## config.mk

```make
export PLATFORM = sky130hd
export DESIGN_NAME = capture_reload_timer
export DESIGN_NICKNAME = d
export VERILOG_FILES = /design/src/hdl/timer_b_pkg.sv /design/src/hdl/timer_b_if.sv /design/src/hdl/capture_reload_timer.sv /design/src/hdl/timer_b_core.sv
export SDC_FILE = /design/constraint.sdc
export NUM_CORES = 1
export LEC_CHECK = 0
export ABC_AREA = 1
export BUFFER_PORTS_ARGS = -buffer_cell sky130_fd_sc_hd__buf_2
export CORE_ASPECT_RATIO = 0.9
export CORE_UTILIZATION = 40
export CTS_BUF_LIST = sky130_fd_sc_hd__clkbuf_8
export CTS_CLUSTER_DIAMETER = 100
export CTS_CLUSTER_SIZE = 25
export DETAILED_ROUTE_END_ITERATION = 8
export SKIP_LAST_GASP = 1
export SLEW_MARGIN = 0
export SYNTH_ARGS = -nofsm -noshare
export SYNTH_HDL_FRONTEND = slang
export SYNTH_SLANG_ARGS = --single-unit
```

## constraint.sdc

```tcl
create_clock -name clock_in -period 1.75 [get_ports clock_in]
set_input_delay 0.0875 -clock clock_in [delete_from_list [all_inputs] [get_ports clock_in]]
set_output_delay 0.0875 -clock clock_in [all_outputs]
set_load 0.005 [all_outputs]
```

## src/hdl/timer_b_pkg.sv

```systemverilog
package timer_b_pkg;

	localparam int COUNT_W = 16;
	localparam int ADDR_W = 12;
	localparam int STS_W = 2;

	// Register byte addresses
	localparam logic [ADDR_W-1:0] ADDR_CONTROL = 12'h418;
	localparam logic [ADDR_W-1:0] ADDR_MODE = 12'h41C;
	localparam logic [ADDR_W-1:0] ADDR_COUNT = 12'h420;
	localparam logic [ADDR_W-1:0] ADDR_RELOAD = 12'h424;
	localparam logic [ADDR_W-1:0] ADDR_CAPTURE = 12'h428;
	localparam logic [ADDR_W-1:0] ADDR_STATUS = 12'h42C;
	localparam logic [ADDR_W-1:0] ADDR_MASK = 12'h430;

	// Control register fields
	localparam int CTL_OVF = 7;
	localparam int CTL_EXF = 6;
	localparam int CTL_RX0 = 5;
	localparam int CTL_TX0 = 4;
	localparam int CTL_EXT_EN = 3;
	localparam int CTL_RUN = 2;
	localparam int CTL_SRC = 1;
	localparam int CTL_CAP = 0;
	localparam int CTL_CFG_MSB = 5;

	// Mode register fields
	localparam int MOD_RX1 = 5;
	localparam int MOD_TX1 = 4;
	localparam int MOD_CLKOUT = 1;
	localparam int MOD_DOWN_COUNT_ENABLE = 0;
	localparam logic [7:0] MODE_WMASK = 8'h33;

	// Status and mask fields
	localparam int STS_OVF = 0;
	localparam int STS_EXF = 1;

	localparam logic [7:0] CONTROL_RESET = 8'h00;
	localparam logic [7:0] MODE_RESET = 8'h00;
	localparam logic [COUNT_W-1:0] COUNT_RESET = 16'h0000;
	localparam logic [COUNT_W-1:0] COUNT_MAX = 16'hFFFF;
	localparam logic [COUNT_W-1:0] COUNT_ONE = 16'h0001;
	localparam logic [31:0] WORD_ZERO = 32'h0000_0000;

	typedef enum logic [1:0] {
		MODE_OFF,
		MODE_BAUD,
		MODE_CAPTURE,
		MODE_RELOAD
	} timer_mode_e;

endpackage : timer_b_pkg

```

## src/hdl/timer_b_if.sv

```systemverilog
`timescale 1ns/100ps
`default_nettype none
interface timer_b_if;
	logic run;
	logic count_src;
	logic cap_sel;
	logic ext_en;
	logic down_count_enable;
	logic baud_sel;
	logic [timer_b_pkg::COUNT_W-1:0] reload;
	logic cnt_wr;
	logic [timer_b_pkg::COUNT_W-1:0] cnt_wdata;
	logic [timer_b_pkg::COUNT_W-1:0] count;
	logic [timer_b_pkg::COUNT_W-1:0] capture;
	timer_b_pkg::timer_mode_e mode;
	logic ovf_evt;
	logic exf_set_evt;
	logic exf_toggle_evt;
	logic baud_tick;
	logic cap_evt;

	modport regs (
		output run, count_src, cap_sel, ext_en, down_count_enable, baud_sel, reload,
		output cnt_wr, cnt_wdata,
		input count, capture, mode, ovf_evt, exf_set_evt, exf_toggle_evt,
		input baud_tick, cap_evt
	);
	modport core (
		input run, count_src, cap_sel, ext_en, down_count_enable, baud_sel, reload,
		input cnt_wr, cnt_wdata,
		output count, capture, mode, ovf_evt, exf_set_evt, exf_toggle_evt,
		output baud_tick, cap_evt
	);
endinterface : timer_b_if
`default_nettype wire

```

## src/hdl/capture_reload_timer.sv

```systemverilog
`timescale 1ns/100ps
`default_nettype none
// Notes on behaviour
// - Roll-over outside baud mode sets overflow flag until software clears
// - Source select picks clock or event input
// - Roll-over rate can clock serial ports
// - Capture mode trigger fall copies count
// - Capture trigger fall sets edge flag
// - Reload mode up-count roll-over loads reload value
// - Up-only reload mode trigger fall reloads, sets flag
// - Up-only counts to FFFF then reloads
// - Up/down: pin high up, low down
// - Counting up overflows at FFFF, reloads
// - Counting down compares count to reload
// - Interrupt on enabled overflow or edge flag
// - Down at reload value loads all ones
// - Up/down mode toggles edge flag silently
// - Mode from run, baud, capture selects
module capture_reload_timer (
	input wire logic clock_in,
	input wire logic sys_rst_in,
	input wire logic hsel_in,
	input wire logic [31:0] haddr_in,
	input wire logic [1:0] htrans_in,
	input wire logic hwrite_in,
	input wire logic [2:0] hsize_in,
	input wire logic [31:0] hwdata_in,
	input wire logic hready_in,
	input wire logic ext_trigger_pin_in,
	input wire logic event_count_in,
	output logic [31:0] hrdata_out,
	output logic hreadyout_out,
	output logic hresp_out,
	output logic irq_out,
	output logic tx_clock_port0_out,
	output logic rx_clock_port0_out,
	output logic tx_clock_port1_out,
	output logic rx_clock_port1_out
);
	timer_b_if tif ();

	logic take;
	logic pend_q;
	logic pend_wr_q;
	logic [timer_b_pkg::ADDR_W-1:0] pend_addr_q;
	logic hreadyout_q;
	logic [31:0] hrdata_q;
	logic wr_en;
	logic rd_en;
	logic [31:0] rd_word;
	logic [7:0] timer_b_control_q;
	logic [7:0] timer_b_mode_q;
	logic [timer_b_pkg::COUNT_W-1:0] reload_q;
	logic [timer_b_pkg::STS_W-1:0] sts_q;
	logic [timer_b_pkg::STS_W-1:0] mask_q;
	logic sts_rd;
	logic irq_q;
	logic tx0_q;
	logic rx0_q;
	logic tx1_q;
	logic rx1_q;
	logic ctl_wr;

	timer_b_core core_u (
		.clock_in(clock_in),
		.sys_rst_in(sys_rst_in),
		.ext_trigger_pin_in(ext_trigger_pin_in),
		.event_count_in(event_count_in),
		.tif(tif.core)
	);

	// Bus address phase, one wait state in data phase
	assign take = hsel_in && htrans_in[1] && hready_in && hreadyout_q;
	assign wr_en = pend_q && pend_wr_q;
	assign rd_en = pend_q && !pend_wr_q;
	assign ctl_wr = wr_en && (pend_addr_q == timer_b_pkg::ADDR_CONTROL);
	assign sts_rd = rd_en && (pend_addr_q == timer_b_pkg::ADDR_STATUS);

	always_ff @(posedge clock_in) begin
		if (sys_rst_in) begin
			pend_q <= 1'b0;
			pend_wr_q <= 1'b0;
			pend_addr_q <= '0;
			hreadyout_q <= 1'b1;
		end else begin
			pend_q <= take;
			hreadyout_q <= !take;
			if (take) begin
				pend_wr_q <= hwrite_in;
				pend_addr_q <= haddr_in[timer_b_pkg::ADDR_W-1:0];
			end
		end
	end

	always_comb begin
		rd_word = timer_b_pkg::WORD_ZERO;
		case (pend_addr_q)
			timer_b_pkg::ADDR_CONTROL: begin
				rd_word[7:0] = timer_b_control_q;
			end
			timer_b_pkg::ADDR_MODE: begin
				rd_word[7:0] = timer_b_mode_q;
			end
			timer_b_pkg::ADDR_COUNT: begin
				rd_word[timer_b_pkg::COUNT_W-1:0] = tif.count;
			end
			timer_b_pkg::ADDR_RELOAD: begin
				rd_word[timer_b_pkg::COUNT_W-1:0] = reload_q;
			end
			timer_b_pkg::ADDR_CAPTURE: begin
				rd_word[timer_b_pkg::COUNT_W-1:0] = tif.capture;
			end
			timer_b_pkg::ADDR_STATUS: begin
				rd_word[timer_b_pkg::STS_W-1:0] = sts_q;
			end
			timer_b_pkg::ADDR_MASK: begin
				rd_word[timer_b_pkg::STS_W-1:0] = mask_q;
			end
			default: begin
				rd_word = timer_b_pkg::WORD_ZERO;
			end
		endcase
	end

	always_ff @(posedge clock_in) begin
		if (sys_rst_in) begin
			hrdata_q <= timer_b_pkg::WORD_ZERO;
		end else if (rd_en) begin
			hrdata_q <= rd_word;
		end
	end

	// Control register; hardware set wins over software clear
	always_ff @(posedge clock_in) begin
		if (sys_rst_in) begin
			timer_b_control_q <= timer_b_pkg::CONTROL_RESET;
		end else begin
			if (ctl_wr) begin
				timer_b_control_q[timer_b_pkg::CTL_CFG_MSB:0] <=
					hwdata_in[timer_b_pkg::CTL_CFG_MSB:0];
			end
			timer_b_control_q[timer_b_pkg::CTL_OVF] <= (ctl_wr ?
				hwdata_in[timer_b_pkg::CTL_OVF] :
				timer_b_control_q[timer_b_pkg::CTL_OVF]) | tif.ovf_evt;
			timer_b_control_q[timer_b_pkg::CTL_EXF] <= ((ctl_wr ?
				hwdata_in[timer_b_pkg::CTL_EXF] :
				timer_b_control_q[timer_b_pkg::CTL_EXF]) ^
				tif.exf_toggle_evt) | tif.exf_set_evt;
		end
	end

	always_ff @(posedge clock_in) begin
		if (sys_rst_in) begin
			timer_b_mode_q <= timer_b_pkg::MODE_RESET;
		end else if (wr_en && (pend_addr_q == timer_b_pkg::ADDR_MODE)) begin
			timer_b_mode_q <= hwdata_in[7:0] & timer_b_pkg::MODE_WMASK;
		end
	end

	always_ff @(posedge clock_in) begin
		if (sys_rst_in) begin
			reload_q <= timer_b_pkg::COUNT_RESET;
		end else if (wr_en && (pend_addr_q == timer_b_pkg::ADDR_RELOAD)) begin
			reload_q <= hwdata_in[timer_b_pkg::COUNT_W-1:0];
		end
	end

	// Controls toward the counter core
	assign tif.run = timer_b_control_q[timer_b_pkg::CTL_RUN];
	assign tif.count_src = timer_b_control_q[timer_b_pkg::CTL_SRC];
	assign tif.cap_sel = timer_b_control_q[timer_b_pkg::CTL_CAP];
	assign tif.ext_en = timer_b_control_q[timer_b_pkg::CTL_EXT_EN];
	assign tif.down_count_enable = timer_b_mode_q[timer_b_pkg::MOD_DOWN_COUNT_ENABLE];
	assign tif.baud_sel = timer_b_control_q[timer_b_pkg::CTL_RX0] |
		timer_b_control_q[timer_b_pkg::CTL_TX0] |
		timer_b_mode_q[timer_b_pkg::MOD_RX1] |
		timer_b_mode_q[timer_b_pkg::MOD_TX1];
	assign tif.reload = reload_q;
	assign tif.cnt_wr = wr_en && (pend_addr_q == timer_b_pkg::ADDR_COUNT);
	assign tif.cnt_wdata = hwdata_in[timer_b_pkg::COUNT_W-1:0];

	// Sticky status, cleared by reading it; events win
	always_ff @(posedge clock_in) begin
		if (sys_rst_in) begin
			sts_q <= '0;
		end else begin
			sts_q[timer_b_pkg::STS_OVF] <= (!sts_rd &&
				sts_q[timer_b_pkg::STS_OVF]) || tif.ovf_evt;
			sts_q[timer_b_pkg::STS_EXF] <= (!sts_rd &&
				sts_q[timer_b_pkg::STS_EXF]) || tif.exf_set_evt;
		end
	end

	always_ff @(posedge clock_in) begin
		if (sys_rst_in) begin
			mask_q <= '0;
		end else if (wr_en && (pend_addr_q == timer_b_pkg::ADDR_MASK)) begin
			mask_q <= hwdata_in[timer_b_pkg::STS_W-1:0];
		end
	end

	always_ff @(posedge clock_in) begin
		if (sys_rst_in) begin
			irq_q <= 1'b0;
		end else begin
			irq_q <= |(sts_q & mask_q);
		end
	end

	// Serial port clocks from roll-over rate
	always_ff @(posedge clock_in) begin
		if (sys_rst_in) begin
			tx0_q <= 1'b0;
			rx0_q <= 1'b0;
			tx1_q <= 1'b0;
			rx1_q <= 1'b0;
		end else begin
			tx0_q <= tif.baud_tick &&
				timer_b_control_q[timer_b_pkg::CTL_TX0];
			rx0_q <= tif.baud_tick &&
				timer_b_control_q[timer_b_pkg::CTL_RX0];
			tx1_q <= tif.baud_tick && timer_b_mode_q[timer_b_pkg::MOD_TX1];
			rx1_q <= tif.baud_tick && timer_b_mode_q[timer_b_pkg::MOD_RX1];
		end
	end

	assign hrdata_out = hrdata_q;
	assign hreadyout_out = hreadyout_q;
	assign hresp_out = 1'b0;
	assign irq_out = irq_q;
	assign tx_clock_port0_out = tx0_q;
	assign rx_clock_port0_out = rx0_q;
	assign tx_clock_port1_out = tx1_q;
	assign rx_clock_port1_out = rx1_q;
endmodule : capture_reload_timer
`default_nettype wire

```

## src/hdl/timer_b_core.sv

```systemverilog
`timescale 1ns/100ps
`default_nettype none
module timer_b_core (
	input wire logic clock_in,
	input wire logic sys_rst_in,
	input wire logic ext_trigger_pin_in,
	input wire logic event_count_in,
	timer_b_if.core tif
);
	logic trig_prev_q;
	logic event_prev_q;
	logic [timer_b_pkg::COUNT_W-1:0] count_q;
	logic [timer_b_pkg::COUNT_W-1:0] capture_q;
	timer_b_pkg::timer_mode_e mode;
	logic tick;
	logic trig_fall;
	logic count_down;
	logic at_top;
	logic at_floor;
	logic ext_hit;
	logic roll;

	always_comb begin
		if (!tif.run) begin
			mode = timer_b_pkg::MODE_OFF;
		end else if (tif.baud_sel) begin
			mode = timer_b_pkg::MODE_BAUD;
		end else if (tif.cap_sel) begin
			mode = timer_b_pkg::MODE_CAPTURE;
		end else begin
			mode = timer_b_pkg::MODE_RELOAD;
		end
	end

	assign tick = tif.count_src ? (event_prev_q && !event_count_in) : 1'b1;
	assign trig_fall = trig_prev_q && !ext_trigger_pin_in;
	assign count_down = (mode == timer_b_pkg::MODE_RELOAD) && tif.down_count_enable &&
		!ext_trigger_pin_in;
	assign at_top = count_q == timer_b_pkg::COUNT_MAX;
	assign at_floor = count_q == tif.reload;
	assign ext_hit = tif.ext_en && trig_fall &&
		((mode == timer_b_pkg::MODE_CAPTURE) ||
		((mode == timer_b_pkg::MODE_RELOAD) && !tif.down_count_enable));
	assign roll = tick && (mode != timer_b_pkg::MODE_OFF) &&
		(count_down ? at_floor : at_top);

	always_ff @(posedge clock_in) begin
		if (sys_rst_in) begin
			trig_prev_q <= 1'b0;
			event_prev_q <= 1'b0;
		end else begin
			trig_prev_q <= ext_trigger_pin_in;
			event_prev_q <= event_count_in;
		end
	end

	always_ff @(posedge clock_in) begin
		if (sys_rst_in) begin
			count_q <= timer_b_pkg::COUNT_RESET;
		end else if (tif.cnt_wr) begin
			count_q <= tif.cnt_wdata;
		end else if (ext_hit && (mode == timer_b_pkg::MODE_RELOAD)) begin
			count_q <= tif.reload;
		end else if (tick && (mode != timer_b_pkg::MODE_OFF)) begin
			if (count_down) begin
				count_q <= at_floor ? timer_b_pkg::COUNT_MAX :
					count_q - timer_b_pkg::COUNT_ONE;
			end else if (at_top && (mode != timer_b_pkg::MODE_CAPTURE)) begin
				count_q <= tif.reload;
			end else begin
				count_q <= count_q + timer_b_pkg::COUNT_ONE;
			end
		end
	end

	always_ff @(posedge clock_in) begin
		if (sys_rst_in) begin
			capture_q <= timer_b_pkg::COUNT_RESET;
		end else if (ext_hit && (mode == timer_b_pkg::MODE_CAPTURE)) begin
			capture_q <= count_q;
		end
	end

	assign tif.count = count_q;
	assign tif.capture = capture_q;
	assign tif.mode = mode;
	assign tif.ovf_evt = roll && (mode != timer_b_pkg::MODE_BAUD);
	assign tif.baud_tick = roll && (mode == timer_b_pkg::MODE_BAUD);
	assign tif.exf_set_evt = ext_hit;
	assign tif.exf_toggle_evt = roll && (mode == timer_b_pkg::MODE_RELOAD) &&
		tif.down_count_enable;
	assign tif.cap_evt = ext_hit && (mode == timer_b_pkg::MODE_CAPTURE);
endmodule : timer_b_core
`default_nettype wire

```

==> impl_results.md, run 1 <==
* Final Hold Viols at 0
* Boundary Pins at between 100 and 150
* Area after DPL at about 7200 µm²
* Post-synthesis cell type count at 45
* Min Tclk post-route at between 1.5 and 2 ns
* Avg Cell Area, Syn at 6.56 µm²
* Worst setup margin at -0.0213 ns
* Crit Path Class: reg -> reg
* Slowest cell on the critical path: dfxtp_1
* Sink of the worst hold path: timer_b_control_q[2]
* Clock-pin transition on the worst setup and hold timing paths at ~0.11 ns
* Static leakage at roughly 3.5 nW
* Critical path cell sequence: nor2_2 -> nand2_2 -> nor2_4 -> inv_2 -> nor3_4 -> buf_4 -> o21ai_2 -> nor2_8 -> nand2_1 -> nand3_1 -> nand2_1 -> a21oi_2
* Required @ worst endpoint at roughly 2.1 ns
* Number of synthesized register bits at 102
* Final Total Pwr at between 4 and 5 mW
* Number of remaining DRC errors at 0
* DRT Pass-1 Iters at 7
* Grt total ovfl at 0
* Measured slew at the worst slew-check pin at 0.703 ns
* Combinational power share at between 5 and 6%
* Cell Rows at 42
* Relative slew slack at a little over half
* Final WL at about 20 mm
* Switching power at around 1.1 mW
* Clock power share at between 30% and 40%
* Starting Density at between 40% and 50%
* Root Driver: clkbuf_8
* Reg2Reg Setup Slack at -0.02 ns
* Worst r2r dst: timer_b_control_q[6]
* Share of layout cells above drive strength 1 at between 30% and 40%
* Design area at roughly 8000 µm²
* Commonest non-fill, non-tap cell in the layout: nand2_1
* # clock sinks at ~100
* First-pass GRT wire length at about 30 mm
* Via count at 6,480
* DR iter-0 viols at 516
* Register area share after synthesis at 33.8%
* Synth Cell Area at between 6000 and 7000 µm²
* Final setup viols at 9
* NumNets Final at between 1,000 and 1,500
* Inserted Diodes at 0
* Syn. warnings at 0
* Die H at 119 µm
* Largest net degree at the start of global routing at 59
* Type of the worst min-delay path: in -> reg
* Drt wl/cell at between 15 and 20 µm
* Non-filler instance count after layout at 1,296
* Switching share of power at between 20% and 30%
* Worst EP arrival at 2.09 ns
* FMAX at around 560 MHz
* Die width at roughly 130 µm
* Worst Setup Start Kind: register
* RSZ-0062 raised after global routing: yes
* R2R cell count at 12
* Total core area at approximately 15,000 µm²
* Commonest cells after routing, fill and taps aside: nand2_1 (262), buf_4 (110), dfxtp_1 (79), a21oi_1 (70), inv_1 (67)
* Power Density at between 500 and 600 nW/µm²
* Most used cell, CP: nand2_1
* Max-Cap Viols at 0
* P_int at between 3 and 4 mW
* Vias in the first global route at approximately 5,700
* Met2 usage at a little under two fifths
* TritonCTS Buffers at 9
* Total GRT Usage at 25.0%
* Tcrit/Tclk final at 101%
* Setup Skew at approximately 0.013 ns
* Violated checks: negative setup slack
* Worst-Skew Late Latency at 0.38 ns
* Die area at roughly 16,000 µm²
* Max rail drop VDD at between 0.4 and 0.5 mV
* GRT Max-Usage Layer: met1
* Area Growth Syn to Fin at 34.3%
* HPWL after detailed placement at between 10 and 15 mm
* Buffers on Ports at 57
* Status: complete, but fails checks
* WHS Path Cells at 3
* Longest Clk Path Bufs at 2
* Global Route met1 Usage at 37.2%
* RD Place Congestion at roughly 0.9
* RR Startpoint: timer_b_control_q[4]
* H-tree Lvls at 3
* M3 GR Usage at ~3.8%
* Crit. End Element: register
* CTS tree: yes
* Initial antenna violation count at 0
* Sequential share of power at between 50% and 60%
* Mapped Cells at roughly 900
* Final slew viol count at 0
* HP Start: hwdata_in[2]
* Final hold slack at ~0.016 ns
* Inst Count DP at around 1,300
* Crit path max fanout at 4
* Vias per cell at 5.00
* Antenna Nets Post-Route at 0
* Max incr delay on CP at 0.34 ns
-- cell usage after synthesis (all sizes together) --
cell type,count,area share [%]
nor2,99,7.2
or2,1,0.10
nor3,38,3.9
nor4,2,0.31
ha,2,0.41
o2111ai,4,0.58
clkbuf,15,0.93
a211oi,13,1.6
o22ai,13,1.3
o221ai,8,1.2
a31oi,2,0.21
nand3b,1,0.12
o21ai,54,4.5
nand2,281,18
nand3,44,4.1
clkinv,1,0.062
nand4,13,1.6
o211ai,2,0.33
inv,91,5.7
buf,42,4.7
dfxtp,102,34
conb,1,0.062
a21oi,74,6.2
xor2,17,2.5
o21bai,1,0.12
-- flip-flops by register name, summed over array words and instances (netlist names) --
name	count
core_u.event_prev_q	1
core_u.tif.capture	16
core_u.tif.count	16
core_u.trig_prev_q	1
hrdata_out	16
hreadyout_out	1
irq_out	1
mask_q	2
pend_addr_q	12
pend_q	1
pend_wr_q	1
reload_q	16
rx_clock_port0_out	1
rx_clock_port1_out	1
sts_q	2
timer_b_control_q	8
timer_b_mode_q	4
tx_clock_port0_out	1
tx_clock_port1_out	1
-- worst max-delay path by stage --
stage / from / end
final: timer_b_control_q[4] / timer_b_control_q[6]
after global routing: timer_b_control_q[4] / rx_clock_port0_out
after global placement: core_u.tif.count[5] / core_u.tif.count[8]
after floorplan: core_u.tif.count[0] / core_u.tif.count[10]
after detailed placement: core_u.tif.count[4] / core_u.tif.count[8]
after CTS: core_u.tif.count[9] / core_u.tif.count[11]
-- area by class of cell --
class	count	area, µm²
timing repair inverter	1	6.26
fill	1445	6600
clock inverter	7	73.8
sequential	102	2090
clock buffer	9	124
inverter	92	355
timing repair buffer	201	1510
tap	198	248
multi-input combinational	686	3720
-- cell families (layout without fill, tap and decap cells) --
family | count (synthesis) | after routing | synth area share (%)
XOR/XNOR | 17 | 17 | 2.46
flip-flops | 102 | 102 | 33.8
adder cells (fa/ha/maj) | 2 | 2 | 0.414
other | 1 | 17 | 0.0621
AND/OR/NAND/NOR | 479 | 479 | 35.8
buffers and inverters | 149 | 310 | 11.4
AO/OA/AOI/OAI | 171 | 171 | 16.1
-- power by group through the flow --
stage                     combinational (mW)  sequential (mW)  clock, mW
after floorplan                        0.116             2.40          0
after global placement                 0.176             2.40          0
after detailed placement               0.177             2.40          0
after CTS                              0.208             2.34       1.58
after global routing                   0.246             2.34       1.68
final                                  0.228             2.33       1.57
-- layer usage --
layer  part of all wire, %  vias up
met1                    49     2919
met2                    42      224
met3                   7.2       23
met5                     0        -
met4                   1.6        0
li1                      -     3314
-- per-stage QoR --
| stage | worst slack (ns) | setup TNS, ns | utilization, % |
|---|---|---|---|
| after floorplan | 0.0252 | 0 | - |
| after global routing | -0.161 | -3.30 | 55.2 |
| after detailed placement | -0.0921 | -0.878 | 49.2 |
| after CTS | -0.0263 | -0.0778 | 52.1 |
| final | -0.0213 | -0.0693 | 55.2 |
| after global placement | -0.0939 | -1.01 | 49.2 |
-- worst max-delay path: cells and delay by family, from the launching register on --
kind | cells | cell delay, ns
AOI/OAI and AO/OA | 2 | 0.20
DFF | 1 | 0.34
buffers and inverters | 2 | 0.26
and+or+nand+nor | 8 | 0.90
-- repair_timing --
| item | CTS | global route |
|---|---|---|
| gates resized for setup | 17 | 114 |
| pin swaps | 1 | 25 |
| hold endpoints to repair | 19 | 0 |
| setup endpoints to repair | 22 | 61 |
| buffers inserted | 0 | 7 |
| gates cloned | 0 | 1 |
| hold buffers | 18 | 0 |
Power figures use the tool's default switching activity.
==> inputs of run 2 (changes only) <==
- CORE_MARGIN: unset -> 2
==> impl_results.md, run 2 (synthesized netlist as in run 1, its figures left out) <==
* Status: complete, but fails checks
* Inserted Diodes at 0 (unchanged)
* DR iter-0 viols at 563 (+9.1%)
* Total GRT Usage at 24.4% (-0.60 points)
* Via count at 6,623 (+2.2%)
* Reg2Reg Setup Slack at -0.07 ns (-0.05 ns)
* Crit path max fanout at 4 (unchanged)
* Final hold slack at 0.0155 ns (-0.000612 ns)
* Commonest cells after routing, fill and taps aside: nand2_1 (252), buf_4 (121), dfxtp_1 (76), inv_1 (72), nor2_1 (70)
* Antenna Nets Post-Route at 0 (unchanged)
* Worst r2r dst: core_u.tif.count[12]
* Fillers at 1,430 (-1.0%)
* HP Start: hwdata_in[3]
* Worst-Skew Late Latency at 0.40 ns (+0.02 ns)
* R2R cell count at 12 (unchanged)
* Combinational power share at 5.9% (+0.4 points)
* RD Place Congestion at 0.919 (+0.15%)
* Clock power share at 36.0% (-2.0 points)
* Setup Skew at 0.0151 ns (+0.00206 ns)
* FMAX at 549 MHz (-2.7%)
* Required @ worst endpoint at 2.07 ns (about the same)
* Total core area at 14,800 µm² (+0.36%)
* Final slew viol count at 0 (unchanged)
* Type of the worst min-delay path: in -> reg
* First-pass GRT wire length at 31.0 mm (+1.5%)
* Static leakage at 3.66 nW (+4.3%)
* Max-Cap Viols at 0 (unchanged)
* Area Growth Syn to Fin at 38.1%
* Initial antenna violation count at 0 (unchanged)
* Setup TNS at -0.231 ns (-0.162 ns)
* # clock sinks at 102 (unchanged)
* RR Startpoint: reload_q[6]
* Number of remaining DRC errors at 0 (unchanged)
* Crit. End Element: register
* Sequential share of power at 58.1% (+1.6 points)
* H-tree Lvls at 3 (unchanged)
* Crit Path Class: reg -> reg
* Clock-pin transition on the worst setup and hold timing paths at 0.11 ns (about the same)
* Vias per cell at 5.04 (+0.73%)
* Tcrit/Tclk final at 104% (+2.8 points)
* DP Worst Slack at -0.0797 ns (+0.0124 ns)
* Power Density at 481 nW/µm² (-5.6%)
* TritonCTS Buffers at 9 (unchanged)
* Final Hold Viols at 0 (unchanged)
* Boundary Pins at 115 (unchanged)
* Longest Clk Path Bufs at 2 (unchanged)
* HPWL after detailed placement at 14.8 mm (+0.95%)
* CTS tree: yes
* Worst setup margin at -0.0699 ns (-0.0486 ns)
* P_int at 2.95 mW (-4.3%)
* Buffers on Ports at 57 (unchanged)
* Die H at 121 µm (+1.7%)
* Final setup viols at 10 (+1)
* Max rail drop VDD at 0.603 mV (+23%)
* Root Driver: clkbuf_8
* Die width at 134 µm (+1.5%)
* Switching share of power at 26.5% (+1.0 points)
* DRT Pass-1 Iters at 5 (-2)
* Worst EP arrival at 2.14 ns (+0.05 ns)
* Sink of the worst hold path: timer_b_control_q[3]
* Largest net degree at the start of global routing at 34 (-42%)
* NumNets Final at 1,190 (+1.6%)
* Final WL at 20.2 mm (+2.3%)
* Grt total ovfl at 0 (unchanged)
* Cell Rows at 42 (unchanged)
* Worst Setup Start Kind: register
* Min Tclk post-route at 1.82 ns (+0.0486 ns)
* Violated checks: negative setup slack
* WHS Path Cells at 3 (unchanged)
* Drt wl/cell at 15.3 µm (+0.81%)
* RSZ-0062 raised after global routing: yes
* Vias in the first global route at 5,850 (+2.5%)
* Starting Density at 40.9% (-0.15 points)
* Switching power at 1.06 mW (+1.0%)
* Commonest non-fill, non-tap cell in the layout: nand2_1
* Die area at 16,100 µm² (+3.2%)
* Share of layout cells above drive strength 1 at 32.7% (+1.3 points)
run 2: changes by cell type in the layout (fill, tap and decap cells not counted), sizes merged:
| cell | previous run | this run |
|---|---|---|
| dlygate4sd3 | 18 | 22 |
| inv | 94 | 93 |
| clkinv | 3 | 4 |
| bufinv | 1 | 0 |
| clkbuf | 9 | 10 |
| nand2 | 281 | 282 |
| buf | 183 | 197 |
run 2: final cells by class:
| type | instances | area (µm²) | area share [%] |
|---|---|---|---|
| tap | 198 | 248 | 2.97 |
| timing repair buffer | 220 | 1690 | 20.2 |
| inverter | 92 | 360 | 4.32 |
| clock inverter | 7 | 57.6 | 0.690 |
| sequential | 102 | 2090 | 25.1 |
| clock buffer | 9 | 124 | 1.48 |
| multi-input combinational | 687 | 3780 | 45.2 |
run 2: through the flow:
stage	cell area, µm²	cells	power, mW	util (%)
finish	8350	1315	4.01	56.5
global route	8350	1315	4.15	56.5
CTS	7750	1297	4.02	52.5
detailed placement	7250	1259	2.57	49.1
global placement	7250	1259	2.57	49.1
floorplan	6110	937	2.51	-
run 2: metal layers:
layer	wire [µm]	vias up	GRT usage (%)
li1	-	3355	-
met1	9530	2978	36.0
met2	8640	262	35.8
met3	1660	28	4.78
met4	357	0	7.11
met5	0	-	0
run 2: critical path, stage by stage (launching register included):
cell and delay (ns):
dfxtp_2 0.36, inv_1 0.07, nand2_1 0.06, nand2_1 0.05
nor2_1 0.20, nand2_1 0.14, nor2_4 0.14, nand2_4 0.11
buf_12 0.14, a31oi_4 0.16, o21ai_2 0.07, buf_4 0.14
a21oi_1 0.12
run 2: worst max-delay path by stage:
stage / endpoint / from / depth (start not counted) / slack, ns
after floorplan: core_u.tif.count[10] / core_u.tif.count[0] / 13 / 0.03
after global placement: core_u.tif.count[12] / core_u.tif.count[0] / 10 / -0.07
after detailed placement: tx_clock_port1_out / core_u.tif.count[4] / 12 / -0.08
after CTS: core_u.tif.count[12] / timer_b_control_q[4] / 11 / -0.03
after global routing: core_u.tif.count[3] / timer_b_control_q[5] / 12 / -0.16
final: core_u.tif.count[12] / reload_q[6] / 12 / -0.07
run 2: power groups by stage:
stage	Clock [mW]	Sequential, mW	Combinational, mW
2_1_floorplan	0	2.40	0.116
3_3_place_gp	0	2.40	0.175
3_5_place_dp	0	2.40	0.176
4_1_cts	1.46	2.34	0.217
5_1_grt	1.56	2.33	0.260
6_report	1.44	2.33	0.237
run 2: timing repair:
item,4_1_cts,5_1_grt
gates cloned,0,3
setup buffers,1,14
setup endpoints to repair,26,67
pin swaps,6,45
resized for setup,28,123
hold buffers,21,1
endpoints found under the hold margin,22,1
==> inputs of run 3 (changes only) <==
- CORE_MARGIN: 2 -> 5
- SKIP_CTS_REPAIR_TIMING: unset -> 1
==> impl_results.md, run 3 (synthesized netlist as in run 1, its figures left out) <==
* Status: complete, but fails checks
* Violated checks: negative setup slack
* Inst Count DP at 1,260 (+0.079%)
* Relative slew slack at about two thirds
* Die width at 140 µm (+4.5%)
* Tcrit/Tclk final at 105% (+0.52 points)
* Final Hold Viols at 0 (unchanged)
* Die H at 127 µm (+5.0%)
* FMAX at 547 MHz (-0.50%)
* R2R cell count at 13 (+1)
* Vias per cell at 5.04 (+0.12%)
* Crit. End Element: register
* Area Growth Syn to Fin at 36.2%
* Total core area at 14,800 µm² (unchanged)
* HP Start: hwdata_in[14]
* Via count at 6,621 (-0.030%)
* Share of layout cells above drive strength 1 at 33.3% (+0.60 points)
* Buffers on Ports at 57 (unchanged)
* DR iter-0 viols at 462 (-18%)
* Setup Skew at 0.00954 ns (-0.00557 ns)
* HPWL after detailed placement at 14.9 mm (+0.34%)
* Worst Setup Start Kind: register
* Worst EP arrival at 2.15 ns (about the same)
* Commonest non-fill, non-tap cell in the layout: nand2_1
* Number of remaining DRC errors at 0 (unchanged)
* Max-Cap Viols at 0 (unchanged)
* Non-filler instance count after layout at 1,313 (-0.15%)
* Design area at 8230 µm² (-1.4%)
* Worst-Skew Late Latency at 0.37 ns (-0.03 ns)
* Final setup viols at 14 (+4)
* RR Startpoint: core_u.tif.count[5]
* Largest net degree at the start of global routing at 34 (unchanged)
* First-pass GRT wire length at 29.9 mm (-3.5%)
* Clock-pin transition on the worst setup and hold timing paths at 0.10 ns (about the same)
* H-tree Lvls at 3 (unchanged)
* NumNets Final at 1,188 (-0.17%)
* CTS tree: yes
* Worst setup margin at -0.0789 ns (-0.00906 ns)
* Type of the worst min-delay path: in -> reg
* Worst r2r dst: timer_b_control_q[6]
* DRT Pass-1 Iters at 5 (unchanged)
* Measured slew at the worst slew-check pin at ~0.5 ns
* RSZ-0062 raised after global routing: yes
* Boundary Pins at 115 (unchanged)
* Die area at 17,700 µm² (+9.7%)
* Antenna Nets Post-Route at 0 (unchanged)
* Min Tclk post-route at 1.83 ns (+0.00906 ns)
* Vias in the first global route at 5,605 (-4.2%)
* Drt wl/cell at 15.0 µm (-2.0%)
* Required @ worst endpoint at 2.07 ns (about the same)
* Initial antenna violation count at 0 (unchanged)
* Crit path max fanout at 5 (+1)
* Commonest cells after routing, fill and taps aside: nand2_1 (251), buf_4 (132), dfxtp_1 (78), nor2_1 (71), inv_1 (66)
* Grt total ovfl at 0 (unchanged)
* Crit Path Class: reg -> reg
* # clock sinks at 102 (unchanged)
* RD Place Congestion at 0.959 (+4.4%)
* Inserted Diodes at 0 (unchanged)
* Cell Rows at 42 (unchanged)
* Final slew viol count at 0 (unchanged)
* Area after DPL at 7250 µm² (about the same)
* Static leakage at 3.63 nW (-0.73%)
* Power Density at 481 nW/µm² (about the same)
* Final Total Pwr at 3.96 mW (-1.3%)
* Longest Clk Path Bufs at 2 (unchanged)
* WHS Path Cells at 3 (unchanged)
* Max rail drop VDD at 0.453 mV (-25%)
* Reg2Reg Setup Slack at -0.08 ns (about the same)
* Root Driver: clkbuf_8
* Sink of the worst hold path: reload_q[14]
* Total GRT Usage at 20.8% (-3.6 points)
* Starting Density at 40.9% (unchanged)
* Final WL at 19.7 mm (-2.2%)
* TritonCTS Buffers at 9 (unchanged)
[run 3: changes by cell type in the layout (fill, tap and decap cells not counted), moves of 3 or more]
cell / before / now
nand3_2: 9 / 5
nand2_2: 17 / 20
a21oi_1: 61 / 64
dfxtp_2: 18 / 13
nor2_4: 14 / 11
buf_4: 121 / 132
dfxtp_4: 8 / 11
dlygate4sd3_1: 22 / 15
a21oi_2: 13 / 10
buf_6: 13 / 10
inv_2: 14 / 22
inv_1: 72 / 66
[run 3: metal layers]
layer,vias up,track usage (%),share of wire (%)
met5,-,0,0
met4,0,5.24,1.6
met3,20,2.71,7.3
met2,221,29.8,42
met1,3025,32.7,49
li1,3355,-,-
[run 3: layout make-up]
| class | count | area (µm²) |
|---|---|---|
| Fill cell | 1419 | 6540 |
| Multi-Input combinational cell | 688 | 3760 |
| Sequential cell | 102 | 2100 |
| Timing Repair Buffer | 216 | 1580 |
| Inverter | 92 | 360 |
| Tap cell | 198 | 248 |
| Clock buffer | 9 | 124 |
| Clock inverter | 7 | 51.3 |
| Timing Repair inverter | 1 | 5.00 |
[run 3: worst max path at each step]
stage	startpoint	end	slack (ns)	cells after the start
final	core_u.tif.count[5]	timer_b_control_q[6]	-0.08	13
after detailed placement	core_u.tif.count[4]	core_u.tif.count[1]	-0.14	12
after global placement	core_u.tif.count[4]	core_u.tif.count[1]	-0.13	12
after CTS	core_u.tif.count[4]	core_u.tif.count[1]	-0.16	12
after global routing	core_u.tif.count[0]	core_u.tif.count[8]	-0.18	14
after floorplan	core_u.tif.count[0]	core_u.tif.count[10]	0.03	13
[run 3: critical path, stage by stage, from the launching register on]
cell and delay [ns]:
dfxtp_4 0.39, buf_4 0.12, nand3_2 0.09, nor2_4 0.15, nand3_4 0.09, nor2_4 0.19, buf_6 0.12, buf_4 0.10
o21ai_4 0.07, nor2_8 0.13, nand2_1 0.07, nand3_1 0.06, nand2_1 0.07, a21oi_2 0.12
[run 3: where the power goes]
part	internal, mW	switching [mW]
Clock	0.522	0.871
Sequential	2.32	0.0101
Combinational	0.0935	0.143
[run 3: metrics by stage]
stage | setup slack (ns) | utilization, % | hold WS (ns) | setup TNS (ns)
after floorplan | 0.0252 | - | 0.191 | 0
after global placement | -0.134 | 49.1 | 0.276 | -1.58
after detailed placement | -0.135 | 49.1 | 0.277 | -1.83
after CTS | -0.155 | 50.3 | -0.118 | -2.52
after global routing | -0.184 | 55.7 | 0.00285 | -3.48
final | -0.0789 | 55.7 | 0.000815 | -0.564
